**src/logic/rx_filter_pkg.sv**
```systemverilog
// package: register map, field layout and mode codes of the receive filter configuration block
// Functional notes
// seven-bit buffer size at bits 10..4, one size for all descriptors, 16-byte units
// all-ones buffer size field means 2032 bytes per descriptor
// software changes size and filter settings only while receiver enable is 0
// bit 15 turns hash table filtering on or off
// bit 14 turns wake-packet filtering on or off
// bit 12 inverts what counts as checksum success
// mode 0000 disables pattern match, result always unsuccessful
// mode 0001 matches when invert bit xor checksum-equal is true
// modes 0010/0011 also need destination equal to station address
// modes 0100/0101 also need a unicast destination address
// modes 0110/0111 also need the broadcast destination address
// mode 1000 also needs a hash hit, computed even with hash filtering off
// mode 1001 also needs a wake packet, detected even with wake filtering off
// unimplemented register bits read zero, implemented fields reset to zero
// mode codes above 1001 never report a pattern match
package rx_filter_pkg;
	localparam logic [3:0]  ADDR_CTRL_ONE     = 4'h0;
	localparam logic [3:0]  ADDR_BUF_SIZE     = 4'h4;
	localparam logic [3:0]  ADDR_FILTER_CFG   = 4'h8;
	localparam logic [3:0]  ADDR_STATUS       = 4'hc;
	localparam int          RECEIVER_ENABLE_BIT          = 8;
	localparam int          BUFSZ_LSB         = 4;
	localparam int          BUFSZ_W           = 7;
	localparam int          HT_EN_BIT         = 15;
	localparam int          WP_EN_BIT         = 14;
	localparam int          INV_BIT           = 12;
	localparam int          MODE_LSB          = 8;
	localparam int          MODE_W            = 4;
	localparam int          UNIT_BYTES_LOG2   = 4;
	localparam logic [15:0] FILTER_CFG_MASK   = 16'hdfff;
	localparam logic [6:0]  BUFSZ_RESET       = 7'h00;
	localparam logic [15:0] FILTER_RESET      = 16'h0000;
	localparam logic [3:0]  PM_OFF            = 4'h0;
	localparam logic [3:0]  PM_CSUM           = 4'h1;
	localparam logic [3:0]  PM_STATION_A      = 4'h2;
	localparam logic [3:0]  PM_STATION_B      = 4'h3;
	localparam logic [3:0]  PM_UNICAST_A      = 4'h4;
	localparam logic [3:0]  PM_UNICAST_B      = 4'h5;
	localparam logic [3:0]  PM_BROADCAST_A    = 4'h6;
	localparam logic [3:0]  PM_BROADCAST_B    = 4'h7;
	localparam logic [3:0]  PM_HASH           = 4'h8;
	localparam logic [3:0]  PM_WAKE           = 4'h9;
endpackage : rx_filter_pkg

```
**src/logic/pattern_match_eval.sv**
```systemverilog
// pattern-match decision from mode, inversion bit and per-frame match conditions
`timescale 1ns/1ps
`default_nettype none
module pattern_match_eval
(
	input  wire logic [3:0] i_mode,
	input  wire logic       i_invert,
	input  wire logic       i_csum_equal,
	input  wire logic       i_da_station,
	input  wire logic       i_da_unicast,
	input  wire logic       i_da_broadcast,
	input  wire logic       i_hash_hit,
	input  wire logic       i_wake_packet,
	output logic            o_match
);
	import rx_filter_pkg::*;

	logic csum_ok;

	// checksum success is the xor of inversion and equality
	assign csum_ok = i_invert ^ i_csum_equal;

	// per-mode qualification of the checksum result
	always_comb
	begin
		case (i_mode)
			PM_OFF:                        o_match = 1'b0;
			PM_CSUM:                       o_match = csum_ok;
			PM_STATION_A, PM_STATION_B:    o_match = csum_ok & i_da_station;
			PM_UNICAST_A, PM_UNICAST_B:    o_match = csum_ok & i_da_unicast;
			PM_BROADCAST_A, PM_BROADCAST_B: o_match = csum_ok & i_da_broadcast;
			PM_HASH:                       o_match = csum_ok & i_hash_hit;
			PM_WAKE:                       o_match = csum_ok & i_wake_packet;
			default:                       o_match = 1'b0;
		endcase
	end
endmodule : pattern_match_eval
`default_nettype wire

```
**src/logic/eth_rx_filter_cfg.sv**
```systemverilog
// receive buffer size and receive filter configuration registers with per-frame filter decisions
`timescale 1ns/1ps
`default_nettype none
module eth_rx_filter_cfg
(
	input  wire logic        i_mclk,
	input  wire logic        i_rst,
	input  wire logic [3:0]  i_addr,
	input  wire logic [31:0] i_wdata,
	input  wire logic        i_wr,
	input  wire logic        i_rd,
	output logic      [31:0] o_rdata,
	input  wire logic        i_frame_done,
	input  wire logic        i_csum_equal,
	input  wire logic        i_da_station,
	input  wire logic        i_da_unicast,
	input  wire logic        i_da_broadcast,
	input  wire logic        i_hash_hit,
	input  wire logic        i_wake_packet,
	output logic             o_receiver_enable,
	output logic [rx_filter_pkg::BUFSZ_W-1:0] o_rx_buffer_size_units,
	output logic [11:0]      o_rx_buffer_bytes,
	output logic             o_hash_filter_enable,
	output logic             o_wake_packet_filter_enable,
	output logic             o_result_valid,
	output logic             o_pattern_match,
	output logic             o_hash_accept,
	output logic             o_wake_accept
);
	import rx_filter_pkg::*;

	typedef struct packed {
		logic                receiver_enable;
		logic [BUFSZ_W-1:0]  bufsz;
		logic [15:0]         fcfg;
		logic [31:0]         rdata;
		logic                vld;
		logic                pm;
		logic                ht;
		logic                wp;
		logic                pm_last;
		logic                blocked;
	} state_t;

	state_t s_q;
	state_t s_d;
	logic   pm_now;
	logic   cfg_write;

	// combinational pattern-match decision for the frame now ending
	pattern_match_eval u_eval (
		.i_mode         (s_q.fcfg[MODE_LSB +: MODE_W]),
		.i_invert       (s_q.fcfg[INV_BIT]),
		.i_csum_equal   (i_csum_equal),
		.i_da_station   (i_da_station),
		.i_da_unicast   (i_da_unicast),
		.i_da_broadcast (i_da_broadcast),
		.i_hash_hit     (i_hash_hit),
		.i_wake_packet  (i_wake_packet),
		.o_match        (pm_now)
	);

	// any write to size or filter setup, whether the receiver is on or off
	assign cfg_write = i_wr && (i_addr == ADDR_BUF_SIZE || i_addr == ADDR_FILTER_CFG);

	// next-state logic: register writes, read mux, per-frame results
	always_comb
	begin
		s_d = s_q;
		s_d.vld = 1'b0;
		s_d.rdata = 32'h0000_0000;
		if (i_wr && i_addr == ADDR_CTRL_ONE)
			s_d.receiver_enable = i_wdata[RECEIVER_ENABLE_BIT];
		if (i_wr && i_addr == ADDR_BUF_SIZE && !s_q.receiver_enable)
			s_d.bufsz = i_wdata[BUFSZ_LSB +: BUFSZ_W];
		if (i_wr && i_addr == ADDR_FILTER_CFG && !s_q.receiver_enable)
			s_d.fcfg = i_wdata[15:0] & FILTER_CFG_MASK;
		if (i_rd)
		begin
			case (i_addr)
				ADDR_CTRL_ONE:   s_d.rdata = {23'h000000, s_q.receiver_enable, 8'h00};
				ADDR_BUF_SIZE:   s_d.rdata = {21'h000000, s_q.bufsz, 4'h0};
				ADDR_FILTER_CFG: s_d.rdata = {16'h0000, s_q.fcfg};
				ADDR_STATUS:     s_d.rdata = {30'h00000000, s_q.blocked, s_q.pm_last};
				default:         s_d.rdata = 32'h0000_0000;
			endcase
			if (i_addr == ADDR_STATUS)
				s_d.blocked = 1'b0;
		end
		// a refused write in the same cycle as the status read still sticks
		if (cfg_write && s_q.receiver_enable)
			s_d.blocked = 1'b1;
		if (i_frame_done && s_q.receiver_enable)
		begin
			s_d.vld = 1'b1;
			s_d.pm = pm_now;
			s_d.pm_last = pm_now;
			s_d.ht = s_q.fcfg[HT_EN_BIT] & i_hash_hit;
			s_d.wp = s_q.fcfg[WP_EN_BIT] & i_wake_packet;
		end
		else
		begin
			s_d.pm = 1'b0;
			s_d.ht = 1'b0;
			s_d.wp = 1'b0;
		end
	end

	// state register with synchronous reset to all zero
	always_ff @(posedge i_mclk)
	begin
		if (i_rst)
		begin
			s_q <= '0;
			s_q.bufsz <= BUFSZ_RESET;
			s_q.fcfg <= FILTER_RESET;
		end
		else
			s_q <= s_d;
	end

	// outputs taken straight from the state register
	assign o_rdata                     = s_q.rdata;
	assign o_receiver_enable           = s_q.receiver_enable;
	assign o_rx_buffer_size_units      = s_q.bufsz;
	// bytes per descriptor; all-ones gives 2032
	assign o_rx_buffer_bytes           = {1'b0, s_q.bufsz, 4'h0};
	assign o_hash_filter_enable        = s_q.fcfg[HT_EN_BIT];
	assign o_wake_packet_filter_enable = s_q.fcfg[WP_EN_BIT];
	assign o_result_valid              = s_q.vld;
	assign o_pattern_match             = s_q.pm;
	assign o_hash_accept               = s_q.ht;
	assign o_wake_accept               = s_q.wp;
endmodule : eth_rx_filter_cfg
`default_nettype wire

```
**config.mk**
```make
export PLATFORM = sky130hd
export DESIGN_NAME = eth_rx_filter_cfg
export DESIGN_NICKNAME = d
export VERILOG_FILES = /design/src/logic/rx_filter_pkg.sv /design/src/logic/pattern_match_eval.sv /design/src/logic/eth_rx_filter_cfg.sv
export SDC_FILE = /design/constraint.sdc
export NUM_CORES = 1
export LEC_CHECK = 0
export ABC_AREA = 1
export BUFFER_PORTS_ARGS = -buffer_cell sky130_fd_sc_hd__clkbuf_2
export CAP_MARGIN = 10
export CELL_PAD_IN_SITES_DETAIL_PLACEMENT = 2
export CELL_PAD_IN_SITES_GLOBAL_PLACEMENT = 2
export CORE_ASPECT_RATIO = 1.75
export CORE_UTILIZATION = 25
export DETAILED_ROUTE_END_ITERATION = 6
export GPL_ROUTABILITY_DRIVEN = 0
export GPL_TIMING_DRIVEN = 0
export PLACE_DENSITY = 0.93
export SYNTH_ARGS = -nofsm -noshare
export SYNTH_HDL_FRONTEND = slang
export SYNTH_SLANG_ARGS = --single-unit
```
**constraint.sdc**
```tcl
create_clock -name i_mclk -period 2.3 [get_ports i_mclk]
set_input_delay 0.345 -clock i_mclk [delete_from_list [all_inputs] [get_ports i_mclk]]
set_output_delay 0.345 -clock i_mclk [all_outputs]
set_load 0.05 [all_outputs]
```
After elaboration in Yosys (flattened, before gate mapping)

Index checks and enable logic that the tools add are counted.

Register bits: 61
Word-level logic and storage cells: 57
ROM bits: 0
Latch bits: 0
Memories kept: 0
Bits in writable memories: 0

Shift-type cells: 0
Divide/modulo/power cells: 0
$mul: 0
Reductions and logical operators: 19
Bitwise operators: 10
Multiplexer cells: 6
Equality and inequality tests: 12
Add/sub/neg operators: 0
$lt $le $gt $ge: 0

Operators with widths:

| kind                                                | count |
|---|---|
| one-hot mux 16 bit (4 select lines)                 | 1 |
| equality test 4 x 3 -> 1 bit, second input constant | 5 |
| equality test 4 bit, second input constant          | 4 |
| OR reduction 2 bit                                  | 5 |
| equality test 4 x 2 -> 1 bit, second input constant | 2 |
| logical AND 1 bit                                   | 8 |
| AND 1 bit                                           | 7 |
| one-hot mux 1 bit (6 select lines)                  | 1 |
| equality test 4 x 1 -> 1 bit, second input constant | 1 |
| logical NOT 4 bit                                   | 1 |
| two-way mux 1 bit                                   | 4 |
| nonzero test 2 bit                                  | 2 |
| NOT 1 bit                                           | 2 |
| AND reduction 2 bit                                 | 1 |
| logical NOT 1 bit                                   | 1 |
| logical OR 1 bit                                    | 1 |
| bitwise XOR 1 bit                                   | 1 |

Longest topological paths before layout

Gate-level depths: netlist of the first run.

Word-level depth: 6
Mapped depth: 7

Cells and area by module

A second synthesis of the first run with hierarchy kept.

Cells, all modules: 309
Area, all modules: 2174.6 um^2

By module, submodules not included:

| module             | cells an instance | times used | area an instance (um^2) |
|---|---|---|---|
| eth_rx_filter_cfg  | 289               | 1          | 2088.3 |
| pattern_match_eval | 20                | 1          | 86.3 |

Least setup slack after synthesis of the first run

OpenSTA, ideal clock, no wires.

Path kind: reg-to-reg
Start point: reg s_q (netlist bit o_receiver_enable)
End point: reg s_q (netlist bit o_wake_packet_filter_enable)
Slack: 861 ps
Arrival time: 1375 ps
Library setup time: 64 ps
Clock period less this slack: 1439 ps
Required time: 2236 ps
Cell stages (with the launch flop): 6
Cell sequence: dfxtp_1 inv_1 nand4_4 buf_2 nor2_1 nor2_1

Longest elaborated chain between the ends: 2

Ends and longest elaborated chain:

| element           | line                    | text |
|---|---|---|
| start, declared   | eth_rx_filter_cfg.sv:45 | `state_t s_q;` |
| logical NOT 1 bit | eth_rx_filter_cfg.sv:76 | `if (i_wr && i_addr == ADDR_FILTER_CFG && !s_q.receiver_enable)` |
| logical AND 1 bit | eth_rx_filter_cfg.sv:76 |  |

Every way passes these cells.
A chain may end at the register's enable or synchronous reset.

Worst setup path in the final report of the first run

Start point: reg s_q (netlist bit o_rx_buffer_size_units[4])
End point: out o_rx_buffer_bytes[8]

RTL lines:

| element       | line                    | text |
|---|---|---|
| end, declared | eth_rx_filter_cfg.sv:22 | `output logic [11:0] o_rx_buffer_bytes,` |

No word-level cell between the ends.

==> Flow_metrics.wiki, run 1 <==
{| class="wikitable"
! Metric !! Value
|-
| Die extent in y || 126 um
|-
| Dominant combinational cell family by area after synthesis || simple AND/OR/NAND/NOR gates
|-
| Worst clock skew || 0.00311 ns
|-
| Part of the Yosys area used for sequential elements || 0.402
|-
| Post-layout nets || 441
|-
| Area of the multi-input gates || 818 um2
|-
| Post-synthesis simple-gate area fraction || 0.306
|-
| I/O pin count || 105
|-
| Max_cap viols || 0
|-
| Global-route wire length before repair || 11,300 um
|-
| Number of cell instances on the worst register-to-register path || 5
|-
| Core region area || 0.00837 mm2
|-
| Setup repair after global routing missed its margin || no
|-
| Kind of cell with the highest combined delay on the critical path || flip-flops
|-
| Die footprint || 0.00915 mm2
|-
| Post-cts gate resize count || 0
|-
| Clock net sink count || 44
|-
| Number of antenna violations at the first check in global routing || 0
|-
| Layout cells sized above 1 || 0.352
|-
| Pwr dens || 658 mW/mm2
|-
| Hold/Removal Path Class || in2reg
|-
| Origin of the worst min-delay path || i_rst
|-
| Clock tree from TritonCTS || yes
|-
| Cell-by-cell listing of the critical path || buf_4 -> clkbuf_2
|-
| Pin count of the biggest net entering global routing || 14
|-
| Reg2Reg Launch Point || o_receiver_enable$_SDFFE_PP0P_
|-
| Final wirelength || 6890 um
|-
| Post-synthesis instance area || 0.00219 mm2
|-
| CP Max Fanout || 4
|-
| Total inserted antenna cells || 0
|-
| Worst-case register-to-register setup slack || 1.04 ns
|-
| Arr. time, crit path || 1.11 ns
|-
| First drt pass iteration count || 4
|-
| Number of buffers on the longest clock path || 2
|-
| GR Overflow Total || 0
|-
| Width of the die || 72.7 um
|-
| Data required, critical path || 1.96 ns
|-
| Placed wire-length estimate || 5260 um
|-
| Transition time at the pin with the least slew margin || 0.522 ns
|-
| Number of global-route vias before repair || 2,314
|-
| Logic depth of the worst setup path including buffers || 2
|-
| Final Critical Period || 1.45 ns
|-
| Count of warnings emitted by yosys || 0
|-
| Combined global-route utilization of all metal layers || 0.164
|-
| Max Freq || 688 MHz
|-
| Clock-pin slew on the worst setup and hold paths || 0.06 ns
|-
| Worst hold path cell count || 2
|-
| Final standard cell utilization of the core || 0.349
|-
| Routed vias/inst || 4.07
|-
| Relative slew margins || 0.652
|-
| DRC Markers || 0
|-
| Total number of placement rows || 44
|-
| Xor/xnor share of the synthesized area || 0.00400
|-
| FF/Latch Area || 881 um2
|-
| Async S/R FF share, synth || 0
|-
| Clock insertion delay at the later pin of the skew report || 0.29 ns
|-
| Synth Area in Compound Gates || 0.0263
|-
| Count of filler cells inserted in the layout || 1,062
|-
| Number of buffers added on ports || 65
|-
| Fin Setup TNS || 0 ns
|-
| CP endpoint kind || output port
|-
| Post-synthesis cell type count || 24
|-
| Total number of vias || 2,076
|-
| Combined buffer and inverter count along the critical path || 2
|-
| Standard cell with the maximum stage delay on the critical path || dfxtp_1
|-
| Hold Violations, Final || 0
|-
| Mux contribution to synthesized area || 0
|-
| Remaining number of nets flagged by the antenna check after routing || 0
|-
| Peak supply drop || 0.297 mV
|-
| Initial cell density of the core || 0.262
|-
| Average size of a mapped cell || 7.27 um2
|-
| Number of synthesized flops with an enable pin || 0
|-
| Final setup viols || 0
|-
| Startpoint-to-endpoint class of the critical path || reg2out
|-
| Detailed Route Iter0 Violations || 87
|-
| Share of synthesized cell area in full adder, half adder and majority cells || 0
|-
| Largest stage delay on the critical path || 0.41 ns
|-
| Final Slew Violations || 0
|-
| Run status || completed
|-
| Count of state elements after synthesis || 44
|-
| Portion of the clock cycle consumed by the worst path in the final layout || 0.632
|-
| Setup crit start || o_rx_buffer_size_units[4]$_SDFFE_PP0P_
|-
| Leakage power || 0.00161 uW
|-
| Layout overhead on the synthesized area || 33.4%
|-
| H-tree level count || 2
|-
| Count of buffers added by post-CTS timing repair for setup || 0
|-
| Gate Count Post-Synth || 301
|-
| Primary flip-flop cell chosen by synthesis mapping || dfxtp_1
|-
| Root Driver || clkbuf_16
|-
| Category of the worst setup path launch point || flop
|-
| Cts-stage hold buffer count || 0
|-
| CTS Buf Count || 5
|-
| Routed length per placed instance || 13.5 um
|}
==> cell usage after synthesis (2+ instances only) <==
cell,count,share of area
a21oi_1,9,0.021
nand2_1,78,0.13
inv_1,29,0.050
nand4_4,2,0.019
buf_6,3,0.015
nor3_1,7,0.016
nand4_1,3,0.0086
buf_4,51,0.17
nor2_1,51,0.087
nor2_4,2,0.010
inv_2,2,0.0034
nand3_1,8,0.018
dfxtp_1,44,0.40
buf_2,2,0.0046
==> routing by layer <==
layer	global-route usage	part of all wire	vias to the layer above
met3	0.0312	0.043	9
met4	0.0738	0.023	0
li1	-	-	1016
met1	0.155	0.35	988
met2	0.324	0.58	63
met5	0	0	-
==> per-stage QoR <==
stage / hold slack [ns] / std cells / instance area (um2) / setup WS, ns / power (uW)
6_report: 0.237 / 510 / 2920 / 0.847 / 1920
5_1_grt: 0.242 / 510 / 2920 / 0.811 / 1990
4_1_cts: 0.228 / 510 / 2920 / 0.824 / 1950
3_5_place_dp: 0.445 / 502 / 2740 / 0.813 / 1050
3_3_place_gp: 0.433 / 502 / 2740 / 0.754 / 1050
2_1_floorplan: 0.414 / 322 / 2270 / 0.861 / 987
==> layout make-up <==
type,count,share of cell area
timing repair buffer,65,0.111
clock inverter,1,0.0103
buffer,58,0.152
multi-input combinational,187,0.280
clock buffer,7,0.0523
inverter,33,0.0428
tap,115,0.0493
sequential,44,0.302
==> cell families (layout without fill, tap and decap cells) <==
group	after synthesis	in the layout
AND/OR/NAND/NOR	153	153
buffers and inverters	91	164
flip-flops	44	44
AO/OA/AOI/OAI	11	11
other	1	22
XOR/XNOR	1	1
==> state kept, by name, summed over array words and instances, names as in the netlist <==
name,count
s_q,15
o_pattern_match,1
o_wake_packet_filter_enable,1
o_hash_accept,1
o_hash_filter_enable,1
o_wake_accept,1
o_result_valid,1
o_receiver_enable,1
o_rdata,15
o_rx_buffer_size_units,7
==> path summary, 6_finish.rpt <==
path,endpoint
max,o_rx_buffer_bytes[8]
min,s_q[0]$_SDFFE_PP0P_
max reg2reg,s_q[40]$_SDFFE_PP0P_
min reg2reg,o_rdata[2]$_SDFF_PP0_
==> report_power, final <==
part           total, uW  internal [uW]  switching [uW]
Combinational        258           74.8             183
Sequential           779            771            7.77
Clock                884            572             312
Total               1920           1420             503
==> cell usage in the layout, fill, tap and decap left out, drive strengths merged, types with 7 or more instances in the layout <==
cell,instances
a21oi,9
buf,56
clkbuf,74
conb,22
dfxtp,44
inv,31
nand2,79
nand3,8
nor2,54
nor3,7
(Power assumes the default switching activity.)
==> run 2, diff against run 1 <==
CORE_UTILIZATION = 21   (was 25)
PLACE_DENSITY = 0.84   (was 0.93)
clock period = 1.25 ns   (was 2.3 ns; I/O delays follow)
==> Flow_metrics.wiki, run 2 (synthesis results as in run 1) <==
{| class="wikitable"
! Metric !! Value
|-
| Routed length per placed instance || 13.1 um
|-
| Pin count of the biggest net entering global routing || 15
|-
| Cell-by-cell listing of the critical path || buf_4 -> clkbuf_4
|-
| Finished Layout Cells || 522
|-
| Max_cap viols || 0
|-
| Post-layout nets || 441
|-
| Portion of the clock cycle consumed by the worst path in the final layout || 0.960
|-
| Total number of vias || 2,081
|-
| Die footprint || 0.0109 mm2
|-
| Leakage power || 0.00162 uW
|-
| Core region area || 0.0102 mm2
|-
| Count of filler cells inserted in the layout || 1,245
|-
| Final Critical Period || 1.20 ns
|-
| Final wirelength || 6840 um
|-
| DRC Markers || 2
|-
| End of the critical path || o_rx_buffer_size_units[6]
|-
| Die extent in y || 137 um
|-
| Arr. time, crit path || 1.01 ns
|-
| Final instance area || 0.00297 mm2
|-
| Number of buffers on the longest clock path || 2
|-
| Total inserted antenna cells || 0
|-
| Worst clock skew || 0.00690 ns
|-
| CTS Buf Count || 5
|-
| Number of antenna violations at the first check in global routing || 0
|-
| Reg2Reg Launch Point || o_receiver_enable$_SDFFE_PP0P_
|-
| Clock tree from TritonCTS || yes
|-
| Final worst-path setup slack || 0.0505 ns
|-
| CP endpoint kind || output port
|-
| Endpoint of the lowest-slack register-to-register path || o_rx_buffer_size_units[0]$_SDFFE_PP0P_
|-
| Standard cell with the maximum stage delay on the critical path || dfxtp_1
|-
| Clock-pin slew on the worst setup and hold paths || 0.07 ns
|-
| Category of the worst setup path launch point || flop
|-
| Layout cells sized above 1 || 0.359
|-
| Routed vias/inst || 3.99
|-
| Hold Violations, Final || 0
|-
| Detailed Route Iter0 Violations || 56
|-
| Data required, critical path || 1.06 ns
|-
| First drt pass iteration count || 6
|-
| Width of the die || 79.2 um
|-
| Most common library cell in the layout ignoring fill and taps || nand2_1
|-
| Violations in the final reports || DRC
|-
| Initial cell density of the core || 0.215
|-
| Fin Setup TNS || 0 ns
|-
| H-tree level count || 2
|-
| Origin of the worst min-delay path || i_rst
|-
| Combined global-route utilization of all metal layers || 0.133
|-
| Placed standard-cell area || 0.00275 mm2
|-
| Setup crit start || o_rx_buffer_size_units[6]$_SDFFE_PP0P_
|-
| DP Cell Count || 514
|-
| Setup repair after global routing missed its margin || no
|-
| Layout overhead on the synthesized area || 35.6%
|-
| Placed wire-length estimate || 5530 um
|-
| Worst-case register-to-register setup slack || 0.07 ns
|-
| Final standard cell utilization of the core || 0.292
|-
| CP Max Fanout || 4
|-
| Peak supply drop || 0.532 mV
|-
| Number of buffers added on ports || 65
|-
| Leading cell types in the layout, fill and taps excluded || nand2_1 (78), nor2_1 (51), buf_4 (51), clkbuf_2 (51), dfxtp_1 (41)
|-
| Pwr dens || 1180 mW/mm2
|-
| Run status || complete, but fails checks
|-
| Startpoint-to-endpoint class of the critical path || reg2out
|-
| Final setup viols || 0
|-
| Number of global-route vias before repair || 2,275
|-
| Hold/Removal Path Class || in2reg
|-
| Clock insertion delay at the later pin of the skew report || 0.29 ns
|-
| Remaining number of nets flagged by the antenna check after routing || 0
|-
| Clock net sink count || 44
|-
| Global-route wire length before repair || 10,800 um
|-
| Worst slack after detailed placement || -0.183 ns
|-
| Max Freq || 834 MHz
|-
| Number of cell instances on the worst register-to-register path || 5
|-
| Largest stage delay on the critical path || 0.38 ns
|-
| GR Overflow Total || 0
|-
| Total number of placement rows || 49
|-
| Final Slew Violations || 0
|-
| I/O pin count || 105
|-
| Root Driver || clkbuf_16
|}
==> run 2: changes by cell type in the layout (fill, tap and decap cells not counted), sizes merged <==
| cell | change |
|---|---|
| clkbuf | -1 |
| clkinv | +1 |
==> run 2: worst min path at each step <==
stage                                to  depth (start not counted)  slack (ns)
CTS                 s_q[0]$_SDFFE_PP0P_                          2        0.07
finish              s_q[0]$_SDFFE_PP0P_                          2        0.07
global placement    s_q[0]$_SDFFE_PP0P_                          2        0.37
floorplan           s_q[0]$_SDFFE_PP0P_                          1        0.26
detailed placement  s_q[0]$_SDFFE_PP0P_                          2        0.37
global route        s_q[0]$_SDFFE_PP0P_                          2        0.08
==> run 2: layer usage <==
| layer | vias up | track usage | wire length (um) |
|---|---|---|---|
| met2 | 61 | 0.277 | 4010 |
| li1 | 1018 | - | - |
| met4 | 0 | 0.0485 | 98 |
| met5 | - | 0 | 0 |
| met3 | 7 | 0.0267 | 303 |
| met1 | 995 | 0.122 | 2420 |
==> run 2: final cells by class <==
| cell class | count | area (um2) | share of cell area |
|---|---|---|---|
| Sequential cell | 44 | 885 | 0.298 |
| Multi-Input combinational cell | 187 | 818 | 0.276 |
| Buffer | 58 | 444 | 0.150 |
| Timing Repair Buffer | 65 | 360 | 0.121 |
| Tap cell | 127 | 159 | 0.0535 |
| Clock buffer | 6 | 139 | 0.0468 |
| Inverter | 33 | 125 | 0.0421 |
| Clock inverter | 2 | 38.8 | 0.0131 |
==> run 2: stage by stage <==
step / hold slack (ns) / power, uW
finish: 0.0730 / 3500
global route: 0.0775 / 3620
CTS: 0.0688 / 3540
detailed placement: 0.374 / 1940
global placement: 0.367 / 1930
floorplan: 0.257 / 1820
==> run 2: what timing repair did <==
action / in CTS / in global routing
gates resized for setup: 9 / 12
buffers inserted: 0 / 0
pin swaps: 0 / 0
setup endpoints to repair: 9 / 8
hold buffers: 0 / 0
==> run 2: critical path, delay by kind of cell, from the launching register on <==
family                 cells  cell delay [ns]
buffers and inverters      2             0.33
DFF                        1             0.38
==> run 2: power breakdown <==
group	switching (uW)	leakage [uW]	internal [uW]
logic	334	0.00117	143
registers	14.5	0.000357	1420
clock network	589	0.0000871	1000
==> run 3, diff against run 2 <==
SETUP_SLACK_MARGIN = 0.4   (was default)
==> Flow_metrics.wiki, run 3 (synthesis results as in run 1) <==
{| class="wikitable"
! Metric !! Value
|-
| Run status || complete, but fails checks
|-
| Violations in the final reports || DRC
|-
| Clock-pin slew on the worst setup and hold paths || 0.07 ns
|-
| Leading cell types in the layout, fill and taps excluded || nand2_1 (65), buf_4 (40), clkbuf_16 (40)
|-
| Max Freq || 878 MHz
|-
| Placed standard-cell area || 0.00277 mm2
|-
| Post-layout nets || 465
|-
| Finished Layout Cells || 546
|-
| Category of the worst setup path launch point || flop
|-
| Number of buffers added on ports || 65
|-
| Layout cells sized above 1 || 0.563
|-
| Max_cap viols || 0
|-
| Initial cell density of the core || 0.215
|-
| Cts-stage hold buffer count || 0
|-
| Peak supply drop || 0.653 mV
|-
| Final wirelength || 9080 um
|-
| Relative slew margins || 0.630
|-
| Final setup viols || 0
|-
| I/O pin count || 105
|-
| Final instance area || 0.00423 mm2
|-
| Die extent in y || 137 um
|-
| Final Slew Violations || 0
|-
| Data required, critical path || 1.48 ns
|-
| Final Critical Period || 1.14 ns
|-
| GR Overflow Total || 0
|-
| Logic depth of the worst setup path including buffers || 6
|-
| DP Cell Count || 514
|-
| Total number of placement rows || 49
|-
| Combined global-route utilization of all metal layers || 0.154
|-
| Routed length per placed instance || 16.6 um
|-
| Number of buffers on the longest clock path || 2
|-
| Leakage power || 0.00201 uW
|-
| Most common library cell in the layout ignoring fill and taps || nand2_1
|-
| Portion of the clock cycle consumed by the worst path in the final layout || 0.911
|-
| Arr. time, crit path || 1.37 ns
|-
| Largest stage delay on the critical path || 0.37 ns
|-
| Hold Violations, Final || 0
|-
| Number of cell instances on the worst register-to-register path || 6
|-
| Met1 Use GR || 0.134
|-
| Global-route wire length before repair || 12,400 um
|-
| Width of the die || 79.2 um
|-
| Clock insertion delay at the later pin of the skew report || 0.30 ns
|-
| GR Util met2 || 0.326
|-
| Core region area || 0.0102 mm2
|-
| Startpoint-to-endpoint class of the critical path || reg2reg
|-
| CP endpoint kind || flop
|-
| Overall power consumption || 3650 uW
|-
| First drt pass iteration count || 6
|-
| Remaining number of nets flagged by the antenna check after routing || 0
|-
| Clock tree from TritonCTS || yes
|-
| Total inserted antenna cells || 0
|-
| Placed wire-length estimate || 5540 um
|-
| Worst clock skew || 0.00643 ns
|-
| Die footprint || 0.0109 mm2
|-
| Pwr dens || 863 mW/mm2
|-
| Transition time at the pin with the least slew margin || 0.555 ns
|-
| Hold/Removal Path Class || in2reg
|-
| Worst hold path cell count || 2
|-
| Combined buffer and inverter count along the critical path || 2
|-
| Cell-by-cell listing of the critical path || inv_4 -> nand4_4 -> clkbuf_16 -> nand2_4 -> nand2_2 -> nor2_1
|-
| Fin Setup TNS || 0 ns
|-
| Number of global-route vias before repair || 2,520
|-
| CP Max Fanout || 6
|-
| Area of the multi-input gates || 0.00100 mm2
|-
| Count of filler cells inserted in the layout || 1,109
|-
| Total number of vias || 2,268
|-
| Standard cell with the maximum stage delay on the critical path || dfxtp_4
|-
| Final worst-path setup slack || 0.111 ns
|-
| Root Driver || clkbuf_16
|-
| Pin count of the biggest net entering global routing || 15
|-
| Clock net sink count || 44
|-
| Setup repair after global routing missed its margin || yes
|-
| Kind of cell with the highest combined delay on the critical path || simple AND/OR/NAND/NOR gates
|-
| GR Util met3 || 0.0313
|-
| Detailed Route Iter0 Violations || 62
|-
| H-tree level count || 2
|-
| Number of antenna violations at the first check in global routing || 0
|-
| Layout overhead on the synthesized area || 93.3%
|-
| FF/Latch Area || 933 um2
|-
| CTS Buf Count || 5
|-
| DRC Markers || 2
|-
| Worst slack after detailed placement || -0.0807 ns
|-
| Routed vias/inst || 4.15
|-
| Most used routing layer || met2
|}
-- run 3: cell count changes in the layout (fill, tap and decap cells not counted), moves of 7 or more --
| cell | previous run | this run |
|---|---|---|
| clkbuf_2 | 51 | 28 |
| dfxtp_2 | 3 | 21 |
| nor2_2 | 0 | 9 |
| nor2_1 | 51 | 37 |
| buf_6 | 3 | 36 |
| clkbuf_16 | 5 | 40 |
| nand2_1 | 78 | 65 |
| dfxtp_4 | 0 | 7 |
| nand2_2 | 1 | 10 |
| buf_4 | 51 | 40 |
| dfxtp_1 | 41 | 16 |
| clkbuf_4 | 14 | 2 |
-- run 3: final timing paths --
| kind | start | end | slack (ns) |
|---|---|---|---|
| max reg2reg | o_receiver_enable$_SDFFE_PP0P_ | o_rx_buffer_size_units[5]$_SDFFE_PP0P_ | 0.11 |
| max | o_receiver_enable$_SDFFE_PP0P_ | o_rx_buffer_size_units[5]$_SDFFE_PP0P_ | 0.11 |
| min reg2reg | s_q[40]$_SDFFE_PP0P_ | o_rdata[2]$_SDFF_PP0_ | 0.47 |
| min | i_rst | s_q[0]$_SDFFE_PP0P_ | 0.08 |
-- run 3: routing by layer --
| layer | share of wire | up-vias |
|---|---|---|
| li1 | - | 1063 |
| met1 | 0.33 | 1129 |
| met2 | 0.62 | 66 |
| met3 | 0.035 | 10 |
| met4 | 0.019 | 0 |
| met5 | 0 | - |
-- run 3: layout make-up --
| cell class | instances | share of cell area |
|---|---|---|
| plain buffers | 58 | 0.135 |
| repair buffers | 89 | 0.294 |
| well taps | 127 | 0.0376 |
| clock buffers | 6 | 0.0328 |
| clock inverters | 2 | 0.00917 |
| flip-flops and latches | 44 | 0.221 |
| inverters | 33 | 0.0343 |
| multi-input cells | 187 | 0.237 |
-- run 3: repair_timing --
item	CTS	global route
gates cloned	0	2
hold endpoints to repair	0	0
setup endpoints to repair	72	72
pin swaps	3	10
buffers inserted	13	9
resized for setup	176	66
-- run 3: through the flow --
| stage | hold WS [ns] | utilization |
|---|---|---|
| after floorplan | 0.257 | - |
| after global placement | 0.367 | 0.272 |
| after detailed placement | 0.374 | 0.272 |
| after CTS | 0.0779 | 0.386 |
| after global routing | 0.0827 | 0.416 |
| final | 0.0849 | 0.416 |
-- run 3: power breakdown --
part | leakage [uW] | switching, uW | internal, uW
Sequential | 0.000371 | 17.1 | 1410
Combinational | 0.00155 | 394 | 231
Clock | 0.0000871 | 602 | 1000
